`config.mk`:
```
export PLATFORM = sky130hd
export DESIGN_NAME = lrs_regulator
export DESIGN_NICKNAME = d
export VERILOG_FILES = /design/src/shared/lrs_pkg.sv /design/src/core/lrs_sync.sv /design/src/core/lrs_switch_timer.sv /design/src/core/lrs_regulator.sv
export SDC_FILE = /design/constraint.sdc
export NUM_CORES = 1
export LEC_CHECK = 0
export BUFFER_PORTS_ARGS = -buffer_cell sky130_fd_sc_hd__buf_2
export CORE_MARGIN = 5
export CORE_UTILIZATION = 48
export DETAILED_ROUTE_END_ITERATION = 6
export GPL_TIMING_DRIVEN = 1
export PLACE_DENSITY_LB_ADDON = 0.25
export SLEW_MARGIN = 20
export SYNTH_ARGS = -nofsm -noshare
export SYNTH_HDL_FRONTEND = slang
export SYNTH_SLANG_ARGS = --single-unit
```
`constraint.sdc`:
```
create_clock -name aclk -period 1.9 [get_ports aclk]
set_input_delay 0.095 -clock aclk [delete_from_list [all_inputs] [get_ports aclk]]
set_output_delay 0.095 -clock aclk [all_outputs]
set_load 0.03 [all_outputs]
```
`src/shared/lrs_pkg.sv`:
```
// Constants shared by the regulator state logic, its timers and register map
`default_nettype none
package lrs_pkg;
	// ----------------------------------------------------------------
	// Regulator states, Gray coded along idle -> start -> run
	// ----------------------------------------------------------------
	typedef enum logic [1:0] {
		LRS_IDLE  = 2'h0,
		LRS_START = 2'h1,
		LRS_RUN   = 2'h3
	} lrs_state_e;

	// ----------------------------------------------------------------
	// Timing
	// ----------------------------------------------------------------
	localparam int CLK_PERIOD_NS  = 50;
	localparam int T_ON_MAX_NS    = 10000;   // Longest switch on-time
	localparam int T_OFF_MAX_NS   = 100000;  // Longest wait for a valley
	localparam int CNT_W          = 11;
	localparam logic [CNT_W-1:0] ON_MAX_CYC  = CNT_W'(T_ON_MAX_NS / CLK_PERIOD_NS);
	localparam logic [CNT_W-1:0] OFF_MAX_CYC = CNT_W'(T_OFF_MAX_NS / CLK_PERIOD_NS);
	localparam logic [CNT_W-1:0] CNT_ONE     = 11'h001;

	// ----------------------------------------------------------------
	// Register map (byte addresses) and fields
	// ----------------------------------------------------------------
	localparam int AW = 8;
	localparam logic [AW-1:0] REG_CTRL     = 8'h00;
	localparam logic [AW-1:0] REG_STATUS   = 8'h04;
	localparam logic [AW-1:0] REG_IRQ_STAT = 8'h08;
	localparam logic [AW-1:0] REG_IRQ_MASK = 8'h0C;
	localparam int CTRL_VALLEY_EN = 0;
	localparam logic CTRL_RST     = 1'h1;
	localparam int NEVT           = 4;
	localparam logic [NEVT-1:0] MASK_RST = 4'h0;
	localparam int EVT_RUN     = 0;  // Entered run
	localparam int EVT_DROP    = 1;  // Fell back to idle
	localparam int EVT_MAX_ON  = 2;  // On-time cut by the limit
	localparam int EVT_MAX_OFF = 3;  // Cycle restarted without valley
	localparam int ST_STATE    = 0;  // Two bits
	localparam int ST_INHIBIT  = 2;
	localparam int ST_HEADROOM = 3;
	localparam int ST_GATE     = 4;
	localparam logic [1:0] RESP_OKAY   = 2'h0;
	localparam logic [1:0] RESP_DECERR = 2'h3;

	// ----------------------------------------------------------------
	// Synchronised input lanes
	// ----------------------------------------------------------------
	localparam int NSYNC      = 6;
	localparam int IN_VDD_UV  = 0;
	localparam int IN_BUS_UV  = 1;
	localparam int IN_BUS_OV  = 2;
	localparam int IN_OTEMP   = 3;
	localparam int IN_HEADROOM = 4;
	localparam int IN_POL_NEG = 5;
endpackage : lrs_pkg
`default_nettype wire

```
`src/core/lrs_sync.sv`:
```
// Two-flop synchroniser for a group of independent comparator levels
`default_nettype none
module lrs_sync #(
	parameter int W = 1
) (
	// Clock and reset
	input  wire logic         aclk,
	input  wire logic         aresetn,
	// Levels
	input  wire logic [W-1:0] din,
	output logic      [W-1:0] dout
);
	logic [W-1:0] meta_ff;

	// First stage feeds only the second stage
	always_ff @(posedge aclk) begin
		if (!aresetn) begin
			meta_ff <= '0;
			dout    <= '0;
		end else begin
			meta_ff <= din;
			dout    <= meta_ff;
		end
	end
endmodule // lrs_sync
`default_nettype wire

```
`src/core/lrs_switch_timer.sv`:
```
// Switch cycle timing: valley strobe, maximum on-time and maximum off-time
`default_nettype none
module lrs_switch_timer (
	// Clock and reset
	input  wire logic aclk,
	input  wire logic aresetn,
	// Control
	input  wire logic switch_enable,
	input  wire logic valley_enable,
	input  wire logic on_time_done,
	input  wire logic polarity_negative,
	// Results
	output logic      gate_on_ff,
	output logic      valley_strobe_ff,
	output logic      max_on_evt_ff,
	output logic      max_off_evt_ff
);
	logic                         armed_ff;
	logic [lrs_pkg::CNT_W-1:0]    cnt_ff;
	logic                         on_limit;
	logic                         off_limit;

	assign on_limit  = cnt_ff == lrs_pkg::ON_MAX_CYC - lrs_pkg::CNT_ONE;
	assign off_limit = cnt_ff == lrs_pkg::OFF_MAX_CYC - lrs_pkg::CNT_ONE;

	// Valley detector: arm on negative current, strobe once on return
	always_ff @(posedge aclk) begin
		if (!aresetn) begin
			armed_ff         <= 1'b0;
			valley_strobe_ff <= 1'b0;
		end else begin
			valley_strobe_ff <= armed_ff && !polarity_negative;
			if (polarity_negative)
				armed_ff <= 1'b1;
			else if (armed_ff)
				armed_ff <= 1'b0;
		end
	end

	// On/off phase timer; held in off while switching is disabled
	always_ff @(posedge aclk) begin
		if (!aresetn || !switch_enable) begin
			gate_on_ff     <= 1'b0;
			cnt_ff         <= '0;
			max_on_evt_ff  <= 1'b0;
			max_off_evt_ff <= 1'b0;
		end else begin
			max_on_evt_ff  <= 1'b0;
			max_off_evt_ff <= 1'b0;
			if (gate_on_ff) begin
				if (on_time_done || on_limit) begin
					gate_on_ff    <= 1'b0;
					cnt_ff        <= '0;
					max_on_evt_ff <= on_limit && !on_time_done;
				end else begin
					cnt_ff <= cnt_ff + lrs_pkg::CNT_ONE;
				end
			end else if ((valley_strobe_ff && valley_enable) || off_limit) begin
				gate_on_ff     <= 1'b1;
				cnt_ff         <= '0;
				max_off_evt_ff <= off_limit && !(valley_strobe_ff && valley_enable);
			end else begin
				cnt_ff <= cnt_ff + lrs_pkg::CNT_ONE;
			end
		end
	end
endmodule // lrs_switch_timer
`default_nettype wire

```
`src/core/lrs_regulator.sv`:
```
// Regulator state logic of the LED driver with its AXI4-Lite register slave
//
// Chosen here: the AXI4-Lite interface to the registers and the placing of the registers.
`default_nettype none
// Operation
// - At power-up the state machine starts in idle.
// - Idle: no switching, linear supply, 20% reference, amplifier grounded.
// - Stay in idle while inhibit is asserted.
// - Leave idle for start once inhibit deasserts.
// - Hold start until headroom-ok reports nominal headroom.
// - Start: switching on, switching supply, 20% reference, amplifier released, ramp source on.
// - From start go to run on headroom-ok, back to idle on inhibit.
// - Run: switching on, switching supply, 100% reference, amplifier regulating.
// - In run, return to idle whenever inhibit asserts.
// - In run, headroom-ok is ignored.
// - Valley detector arms on negative current, strobes once on return positive.
// - Inhibit is the OR of four undervoltage, overvoltage and temperature flags.
// - Off-time timer restarts switching after about 100 us without a valley.
// - On-time timer ends the switch on-time at about 10 us.
module lrs_regulator (
	// Clock and reset
	input  wire logic        aclk,
	input  wire logic        aresetn,
	// Comparator levels
	input  wire logic        supply_undervoltage,
	input  wire logic        bus_undervoltage,
	input  wire logic        bus_overvoltage,
	input  wire logic        die_overtemperature,
	input  wire logic        headroom_level_ok,
	input  wire logic        polarity_negative,
	input  wire logic        on_time_done,
	// Power stage controls
	output logic             boost_enable_ff,
	output logic             supply_switching_ff,
	output logic             led_ref_full_ff,
	output logic             amp_ground_ff,
	output logic             amp_ramp_source_ff,
	output logic             amp_regulate_ff,
	output logic             gate_on_ff,
	output logic             valley_strobe_ff,
	// Interrupt
	output logic             irq_ff,
	// AXI4-Lite write address
	input  wire logic [7:0]  s_axi_awaddr,
	input  wire logic        s_axi_awvalid,
	output logic             s_axi_awready,
	// AXI4-Lite write data
	input  wire logic [31:0] s_axi_wdata,
	input  wire logic [3:0]  s_axi_wstrb,
	input  wire logic        s_axi_wvalid,
	output logic             s_axi_wready,
	// AXI4-Lite write response
	output logic [1:0]       s_axi_bresp,
	output logic             s_axi_bvalid,
	input  wire logic        s_axi_bready,
	// AXI4-Lite read address
	input  wire logic [7:0]  s_axi_araddr,
	input  wire logic        s_axi_arvalid,
	output logic             s_axi_arready,
	// AXI4-Lite read data
	output logic [31:0]      s_axi_rdata,
	output logic [1:0]       s_axi_rresp,
	output logic             s_axi_rvalid,
	input  wire logic        s_axi_rready
);
	// ----------------------------------------------------------------
	// Declarations
	// ----------------------------------------------------------------
	logic [lrs_pkg::NSYNC-1:0] raw_in;
	logic [lrs_pkg::NSYNC-1:0] sync_in;
	logic                      inhibit_ff;
	logic [1:0]                sync_ok_ff;
	lrs_pkg::lrs_state_e       state_ff;
	lrs_pkg::lrs_state_e       nxt_state;
	logic                      valley_en_ff;
	logic [lrs_pkg::NEVT-1:0]  mask_ff;
	logic [lrs_pkg::NEVT-1:0]  irq_stat_ff;
	logic [lrs_pkg::NEVT-1:0]  nxt_irq_stat;
	logic [lrs_pkg::NEVT-1:0]  evt;
	logic                      max_on_evt;
	logic                      max_off_evt;
	logic                      aw_got_ff;
	logic                      w_got_ff;
	logic [7:0]                aw_addr_ff;
	logic [31:0]               w_data_ff;
	logic                      w_lane0_ff;
	logic                      aw_take;
	logic                      w_take;
	logic                      ar_take;
	logic                      do_wr;
	logic                      nxt_aw_got;
	logic                      nxt_w_got;
	logic                      nxt_rvalid;

	// Register decode, shared by read and write paths
	function automatic logic is_mapped(input logic [7:0] a);
		is_mapped = a == lrs_pkg::REG_CTRL || a == lrs_pkg::REG_STATUS ||
			a == lrs_pkg::REG_IRQ_STAT || a == lrs_pkg::REG_IRQ_MASK;
	endfunction

	// ----------------------------------------------------------------
	// Input synchronisation and inhibit
	// ----------------------------------------------------------------
	assign raw_in = {polarity_negative, headroom_level_ok, die_overtemperature,
		bus_overvoltage, bus_undervoltage, supply_undervoltage};

	// Comparators are asynchronous to the logic clock
	lrs_sync #(.W(lrs_pkg::NSYNC)) u_sync (
		.aclk    (aclk),
		.aresetn (aresetn),
		.din     (raw_in),
		.dout    (sync_in)
	);

	// Any protection flag holds the regulator off; the synchroniser's reset zeros are not trusted
	always_ff @(posedge aclk) begin
		if (!aresetn) begin
			sync_ok_ff <= 2'h0;
			inhibit_ff <= 1'b1;
		end else begin
			sync_ok_ff <= {sync_ok_ff[0], 1'b1};
			inhibit_ff <= !sync_ok_ff[1] || |sync_in[lrs_pkg::IN_OTEMP:lrs_pkg::IN_VDD_UV];
		end
	end

	// ----------------------------------------------------------------
	// Regulator state machine
	// ----------------------------------------------------------------
	always_comb begin
		nxt_state = state_ff;
		case (state_ff)
			lrs_pkg::LRS_IDLE: begin
				if (!inhibit_ff)
					nxt_state = lrs_pkg::LRS_START;
			end
			lrs_pkg::LRS_START: begin
				if (inhibit_ff)
					nxt_state = lrs_pkg::LRS_IDLE;
				else if (sync_in[lrs_pkg::IN_HEADROOM])
					nxt_state = lrs_pkg::LRS_RUN;
			end
			lrs_pkg::LRS_RUN: begin
				// Headroom dips are normal ripple; only inhibit leaves run
				if (inhibit_ff)
					nxt_state = lrs_pkg::LRS_IDLE;
			end
			default: nxt_state = lrs_pkg::LRS_IDLE;
		endcase
	end

	always_ff @(posedge aclk) begin
		if (!aresetn)
			state_ff <= lrs_pkg::LRS_IDLE;
		else
			state_ff <= nxt_state;
	end

	// Stage controls follow the next state so they line up with state_ff
	always_ff @(posedge aclk) begin
		if (!aresetn) begin
			boost_enable_ff     <= 1'b0;
			supply_switching_ff <= 1'b0;
			led_ref_full_ff     <= 1'b0;
			amp_ground_ff       <= 1'b1;
			amp_ramp_source_ff  <= 1'b0;
			amp_regulate_ff     <= 1'b0;
		end else begin
			boost_enable_ff     <= nxt_state != lrs_pkg::LRS_IDLE;
			supply_switching_ff <= nxt_state != lrs_pkg::LRS_IDLE;
			led_ref_full_ff     <= nxt_state == lrs_pkg::LRS_RUN;
			amp_ground_ff       <= nxt_state == lrs_pkg::LRS_IDLE;
			amp_ramp_source_ff  <= nxt_state == lrs_pkg::LRS_START;
			amp_regulate_ff     <= nxt_state == lrs_pkg::LRS_RUN;
		end
	end

	// ----------------------------------------------------------------
	// Switching cycle timing
	// ----------------------------------------------------------------
	lrs_switch_timer u_timer (
		.aclk              (aclk),
		.aresetn           (aresetn),
		.switch_enable     (boost_enable_ff),
		.valley_enable     (valley_en_ff),
		.on_time_done      (on_time_done),
		.polarity_negative (sync_in[lrs_pkg::IN_POL_NEG]),
		.gate_on_ff        (gate_on_ff),
		.valley_strobe_ff  (valley_strobe_ff),
		.max_on_evt_ff     (max_on_evt),
		.max_off_evt_ff    (max_off_evt)
	);

	// ----------------------------------------------------------------
	// Events and interrupt
	// ----------------------------------------------------------------
	always_comb begin
		evt                        = '0;
		evt[lrs_pkg::EVT_RUN]      = nxt_state == lrs_pkg::LRS_RUN && state_ff != lrs_pkg::LRS_RUN;
		evt[lrs_pkg::EVT_DROP]     = nxt_state == lrs_pkg::LRS_IDLE && state_ff != lrs_pkg::LRS_IDLE;
		evt[lrs_pkg::EVT_MAX_ON]   = max_on_evt;
		evt[lrs_pkg::EVT_MAX_OFF]  = max_off_evt;
		// Read clears, but an event in the same cycle survives
		nxt_irq_stat = irq_stat_ff;
		if (ar_take && s_axi_araddr == lrs_pkg::REG_IRQ_STAT)
			nxt_irq_stat = '0;
		nxt_irq_stat = nxt_irq_stat | evt;
	end

	always_ff @(posedge aclk) begin
		if (!aresetn) begin
			irq_stat_ff <= '0;
			irq_ff      <= 1'b0;
		end else begin
			irq_stat_ff <= nxt_irq_stat;
			irq_ff      <= |(nxt_irq_stat & mask_ff);
		end
	end

	// ----------------------------------------------------------------
	// AXI4-Lite write channel
	// ----------------------------------------------------------------
	assign aw_take    = s_axi_awvalid && s_axi_awready;
	assign w_take     = s_axi_wvalid && s_axi_wready;
	assign do_wr      = aw_got_ff && w_got_ff && !s_axi_bvalid;
	assign nxt_aw_got = (aw_got_ff && !do_wr) || aw_take;
	assign nxt_w_got  = (w_got_ff && !do_wr) || w_take;

	// Address and data are taken in either order, one write at a time
	always_ff @(posedge aclk) begin
		if (!aresetn) begin
			aw_got_ff     <= 1'b0;
			w_got_ff      <= 1'b0;
			aw_addr_ff    <= '0;
			w_data_ff     <= '0;
			w_lane0_ff    <= 1'b0;
			s_axi_awready <= 1'b0;
			s_axi_wready  <= 1'b0;
			s_axi_bvalid  <= 1'b0;
			s_axi_bresp   <= lrs_pkg::RESP_OKAY;
		end else begin
			aw_got_ff     <= nxt_aw_got;
			w_got_ff      <= nxt_w_got;
			s_axi_awready <= !nxt_aw_got;
			s_axi_wready  <= !nxt_w_got;
			if (aw_take)
				aw_addr_ff <= s_axi_awaddr;
			if (w_take) begin
				w_data_ff  <= s_axi_wdata;
				w_lane0_ff <= s_axi_wstrb[0];
			end
			if (do_wr) begin
				s_axi_bvalid <= 1'b1;
				s_axi_bresp  <= is_mapped(aw_addr_ff) ? lrs_pkg::RESP_OKAY : lrs_pkg::RESP_DECERR;
			end else if (s_axi_bready) begin
				s_axi_bvalid <= 1'b0;
			end
		end
	end

	// Writable registers hold only byte lane 0
	always_ff @(posedge aclk) begin
		if (!aresetn) begin
			valley_en_ff <= lrs_pkg::CTRL_RST;
			mask_ff      <= lrs_pkg::MASK_RST;
		end else if (do_wr && w_lane0_ff) begin
			if (aw_addr_ff == lrs_pkg::REG_CTRL)
				valley_en_ff <= w_data_ff[lrs_pkg::CTRL_VALLEY_EN];
			if (aw_addr_ff == lrs_pkg::REG_IRQ_MASK)
				mask_ff <= w_data_ff[lrs_pkg::NEVT-1:0];
		end
	end

	// ----------------------------------------------------------------
	// AXI4-Lite read channel
	// ----------------------------------------------------------------
	assign ar_take    = s_axi_arvalid && s_axi_arready;
	assign nxt_rvalid = (s_axi_rvalid && !s_axi_rready) || ar_take;

	always_ff @(posedge aclk) begin
		if (!aresetn) begin
			s_axi_arready <= 1'b0;
			s_axi_rvalid  <= 1'b0;
			s_axi_rdata   <= '0;
			s_axi_rresp   <= lrs_pkg::RESP_OKAY;
		end else begin
			s_axi_arready <= !nxt_rvalid;
			s_axi_rvalid  <= nxt_rvalid;
			if (ar_take) begin
				s_axi_rdata <= '0;
				s_axi_rresp <= is_mapped(s_axi_araddr) ? lrs_pkg::RESP_OKAY : lrs_pkg::RESP_DECERR;
				case (s_axi_araddr)
					lrs_pkg::REG_CTRL:
						s_axi_rdata[lrs_pkg::CTRL_VALLEY_EN] <= valley_en_ff;
					lrs_pkg::REG_STATUS: begin
						s_axi_rdata[lrs_pkg::ST_STATE+:2]   <= state_ff;
						s_axi_rdata[lrs_pkg::ST_INHIBIT]    <= inhibit_ff;
						s_axi_rdata[lrs_pkg::ST_HEADROOM]   <= sync_in[lrs_pkg::IN_HEADROOM];
						s_axi_rdata[lrs_pkg::ST_GATE]       <= gate_on_ff;
					end
					lrs_pkg::REG_IRQ_STAT:
						s_axi_rdata[lrs_pkg::NEVT-1:0] <= irq_stat_ff;
					lrs_pkg::REG_IRQ_MASK:
						s_axi_rdata[lrs_pkg::NEVT-1:0] <= mask_ff;
					default: s_axi_rdata <= '0;
				endcase
			end
		end
	end
endmodule // lrs_regulator
`default_nettype wire

```
# Word level (Yosys, flattened, before mapping)
# Index checks and enable logic that the tools add are counted.
# W data, S select, Z words.
[op_classes]
addsub = 1
eq_ne = 13
muxes = 21
bitwise_logic = 5
n_reduce_logical = 54
[op_table]
columns = ["operator", "count"]
rows = [
  ["$mux W11", 3],
  ["$eq A8 B4 Y1 const B", 4],
  ["$eq A8 B3 Y1 const B", 2],
  ["$logic_and A1 B1 Y1", 16],
  ["$logic_not A8 Y1", 2],
  ["$logic_or A1 B1 Y1", 13],
  ["$logic_not A1 Y1", 12],
  ["$mux W2", 6],
  ["$add A11 B1 Y11 const B", 1],
  ["$eq A11 B11 Y1 const B", 1],
  ["$eq A11 B8 Y1 const B", 1],
  ["$pmux W3 S3", 1],
  ["$mux W1", 8],
  ["$reduce_or A4 Y1", 2],
  ["$pmux W2 S3", 1],
  ["$reduce_bool A2 Y1", 3],
  ["$reduce_or A3 Y1", 2],
  ["$and A4 B4 Y4", 1],
  ["$eq A2 B1 Y1 const B", 2],
  ["$eq A2 B2 Y1 const B", 2],
  ["$logic_not A2 Y1", 2],
  ["$mux W4", 1],
  ["$or A4 B4 Y4", 1],
  ["$pmux W1 S4", 1],
  ["other kinds (3)", 6],
]
[word_totals]
regBits = 76
elab_cells = 127

# Logic depth before layout (Yosys ltp)
[logic_depth]
word_depth = 8
mapped_depth = 6
mapped_depth_nobuf = 5

# Modules after synthesis
# A second synthesis with hierarchy kept.
[hier_totals]
hier_cells = 315
hier_area_um2 = 3064.2
[by_module_without_submodules]
columns = ["module", "instances", "cells_each", "area_per_inst_um2", "seq_area_each_um2"]
rows = [
  ["lrs_regulator", 1, 220, 2073.2, 920.9],
  ["lrs_switch_timer", 1, 70, 654.4, 320.3],
  ["lrs_sync", 1, 25, 336.6, 240.2],
]

# Least setup slack after synthesis
# Ideal clock, no wire load.
[synth_path]
path_type = "register to register"
startpoint = "register u_timer.cnt_ff[0] (netlist bit)"
endpoint = "register u_timer.gate_on_ff"
setup_time_ns = 0.062
arrival_time_ns = 1.489
required_ns = 1.838
path_slack_ns = 0.350
path_stages_with_launch = 6
path_buffers = 0
path_cell_list = "dfxtp_1 > ha_1 > nand4b_1 > or4_1 > nand2_1 > and4_1"
[synth_between]
elab_chain_len = 4
elab_cells_between_ends = 7
classes_between = "2 x eq/ne; 3 x mux; 2 x reduce/logical"
[synth_rtl]
columns = ["item", "line", "source"]
rows = [
  ["start, declared", "lrs_switch_timer.sv:19", "logic [lrs_pkg::CNT_W-1:0] cnt_ff;"],
  ["start signal, assigned", "lrs_switch_timer.sv:56", "cnt_ff <= cnt_ff + lrs_pkg::CNT_ONE;"],
  ["start signal, assigned", "lrs_switch_timer.sv:63", "cnt_ff <= cnt_ff + lrs_pkg::CNT_ONE;"],
  ["$eq A11 B11 Y1 / $eq A11 B8 Y1 (equally long branches)", "lrs_switch_timer.sv:24, lrs_switch_timer.sv:23", ""],
  ["$logic_or A1 B1 Y1 (on tied branches)", "lrs_switch_timer.sv:58, lrs_switch_timer.sv:51", ""],
  ["$mux W1 (on tied branches)", "lrs_switch_timer.sv:58, lrs_switch_timer.sv:51", ""],
  ["$mux W1 (*)", "lrs_switch_timer.sv:50", "if (gate_on_ff) begin"],
  ["end signal, assigned", "lrs_switch_timer.sv:43", "gate_on_ff <= 1'b0;"],
  ["end signal, assigned", "lrs_switch_timer.sv:52", "gate_on_ff <= 1'b0;"],
  ["end signal, assigned", "lrs_switch_timer.sv:59", "gate_on_ff <= 1'b1;"],
  ["end, declared", "lrs_switch_timer.sv:13", "output logic gate_on_ff,"],
]
# Every way passes the cells marked *; elsewhere a longest branch is shown, timed or not.
# A chain may end at the register's enable or synchronous reset.

# Worst setup path in the final report
# Same ends and word-level chain as after synthesis.

==> flow_summary.json <==
{
  "grt_overflow": 0,
  "antenna_cells": 0,
  "dp_slack_ns": 0.242,
  "path_delay_family": "simple AND/OR/NAND/NOR gates",
  "synthToLayoutAreaGrowth_pct": 21.4,
  "synth_flop_cell": "dfxtp_1",
  "setup_tns_ns": 0,
  "grt_pass1_vias": 2165,
  "vias": 2262,
  "core_sq_um": 5920,
  "h-tree-depth": 3,
  "nets": 458,
  "rsz0062_at_grt": "no",
  "drtPass1Iterations": 5,
  "yosysTopAreaCellShare_pct": 50.6,
  "yosysTopAreaCell": "dfxtp_1",
  "io_pins": 116,
  "end_kind": "register",
  "drv_cap": 0,
  "die_y_um": 88.1,
  "clock.fmax_mhz": 598,
  "critPathArrivalTime_ns": 1.96,
  "period_share_pct": 88.0,
  "clk_path_buf_depth": 2,
  "p_leak_nw": 1.49,
  "rows": 28,
  "drive_gt1_share_pct": 21.2,
  "grt_pass1_wl_mm": 9.72,
  "cts_tree": "yes",
  "crit_fanout": 4,
  "slew_violations": 0,
  "ys_ff_latch": 74,
  "synthesis.instances": 319,
  "avgSynthCellArea_sq_um": 9.17,
  "slew-limit-headroom_pct": 64.5,
  "n_fill_cell": 535,
  "hold_viol": 0,
  "ys_seq_area_share_pct": 50.6,
  "gp_congestion": 0.881,
  "status": "complete, no violations",
  "layout_setup_ws_ns": 0.228,
  "die_x_um": 88.1,
  "yosys-top-cells-area": "dfxtp_1, buf_4, nand2_1",
  "final_core_util_pct": 60.0,
  "clk_latency_ns": 0.34,
  "yosysWarningCount": 0,
  "grt_antenna_before_repair": 0,
  "ir_worst_vdd_mv": 0.563,
  "hold_path_class": "primary input to register",
  "clock_skew_ns": 0.00926,
  "die_area_sq_um": 7760,
  "drc": 0,
  "drt_wl_total_mm": 5.72,
  "synth_edf_count": 0,
  "cpPeakStageDelay_ns": 0.57,
  "drt_iter0_drc": 63,
  "cp.required_ns": 2.19,
  "portBuffers": 57,
  "worst-setup-path-type": "register to register",
  "holdWs_ns": 0.0169,
  "numCtsBuffers": 9,
  "crit_chain": "ha_1 -> nand4b_1 -> or4_1 -> nand2_1 -> and4_1",
  "clkTransAtPathRegs_ns": 0.08,
  "grt_max_degree": 30,
  "ant_nets": 0,
  "finalSetupViolCount": 0,
  "wire_per_inst_um": 12.1,
  "critPathLaunchType": "register",
  "postSynth.asyncResetShare_pct": 0,
  "final.min_clock_period_ns": 1.67,
  "synth_cell_types": 43,
  "cp_slowest_cell": "or4_1",
  "dp_hpwl_mm": 3.99,
  "cts-root-buf": "clkbuf_8",
  "start_util_pct": 49.4,
  "vias_per_cell": 4.80,
  "critical_path_buf_inv_count": 0,
  "netlist_area_sq_um": 2930,
  "worst_pin_slew_ns": 0.528,
  "cts_num_sinks": 74,
  "pwr_density_cell_nw_per_um2": 955,
  "grt_usage_pct": 16.0
}
-- sequential cells by signal, summed over array words and instances (netlist names), 2 cells and up --
| name | count |
|---|---|
| irq_stat_ff | 4 |
| mask_ff | 4 |
| u_sync.meta_ff | 6 |
| u_sync.dout | 6 |
| u_timer.cnt_ff | 11 |
| state_ff | 2 |
| sync_ok_ff | 2 |
| s_axi_rdata | 5 |
| w_data_ff | 4 |
| aw_addr_ff | 8 |
-- worst min-delay path, stage by stage --
cell,delay (ns)
buf_2,0.07
nand2b_1,0.09
a21oi_1,0.06
-- final cells by class --
class,instances,area (sq um),area share (%)
Clock inverter,6,113,3.17
Multi-Input combinational cell,227,1250,35.3
Tap cell,75,93.8,2.64
Sequential cell,74,1480,41.7
Clock buffer,10,138,3.87
Inverter,4,15.0,0.423
Timing Repair Buffer,75,458,12.9
-- logic make-up after synthesis --
| group | share of synthesized area (%) |
|---|---|
| fa+ha+maj | 0.427 |
| xor+xnor | 2.69 |
| simple gates | 24.8 |
| flops | 50.6 |
| compound gates | 9.19 |
| mux | 2.27 |
| other cells | 0.128 |
| buf+inv | 9.88 |
-- repair_timing --
item                                   CTS  global route
endpoints found under the hold margin   15             0
buffers inserted                         0             0
hold buffers                            15             0
resized for setup                        0             0
-- final timing paths --
kind	from	endpoint	slack, ns	cells past startpoint
setup / recovery	u_timer.cnt_ff[0]	u_timer.gate_on_ff	0.23	5
hold / removal	s_axi_bready	s_axi_bvalid	0.02	3
setup reg to reg	u_timer.cnt_ff[0]	u_timer.gate_on_ff	0.23	5
hold reg to reg	u_sync.dout[5]	u_timer.valley_strobe_ff	0.40	1
-- layout by cell type, fill, tap and decap left out, drive strengths merged, types with 2 or more instances in the layout --
cell	netlist	final
a21boi	2	2
or4b	2	2
nand4b	2	2
dfxtp	74	74
mux2	3	3
clkbuf	6	10
xnor2	5	5
and4	2	2
inv	4	5
nand4	5	5
o21ai	6	6
nand2	34	34
nand2b	4	4
and2	20	20
dlygate4sd3	0	15
nor2	34	34
xor2	4	4
clkinv	0	2
and3	2	2
bufinv	0	3
a22o	3	3
nor2b	3	3
a21oi	22	22
nand3	21	21
nor4	4	4
conb	1	27
a22oi	6	6
nor3	3	3
buf	34	60
-- power by group --
group / internal (mW) / switching (mW)
clock: 0.913 / 0.577
combinational: 0.0977 / 0.186
sequential: 1.59 / 0.0235
total: 2.60 / 0.787
-- Yosys cell counts (2+ instances only) --
| cell type | n |
|---|---|
| a21boi_0 | 2 |
| a21oi_1 | 22 |
| a22o_1 | 3 |
| a22oi_1 | 6 |
| and2_1 | 20 |
| and3_1 | 2 |
| and4_1 | 2 |
| buf_1 | 2 |
| buf_4 | 31 |
| clkbuf_1 | 6 |
| dfxtp_1 | 74 |
| inv_1 | 4 |
| mux2_2 | 3 |
| nand2_1 | 34 |
| nand2b_1 | 4 |
| nand3_1 | 21 |
| nand4_1 | 5 |
| nand4b_1 | 2 |
| nor2_1 | 34 |
| nor2b_1 | 3 |
| nor3_1 | 3 |
| nor4_1 | 3 |
| o21ai_0 | 6 |
| xnor2_1 | 5 |
| xor2_1 | 4 |
-- per-stage QoR --
step	total power, mW	instance area (sq um)	std cells
detailed placement	1.91	3150	440
finish	3.39	3550	471
floorplan	1.88	3020	345
global route	3.54	3550	471
CTS	3.42	3550	471
global placement	1.91	3150	440
-- per-layer routing --
layer / vias up / global-route usage [%] / wire length, um
li1: 1178 / - / -
met5: - / 0 / 0
met2: 51 / 25.9 / 2810
met3: 7 / 5.46 / 294
met1: 1026 / 19.9 / 2550
met4: 0 / 5.91 / 60
Note: power is estimated with default switching activity, not from simulation.
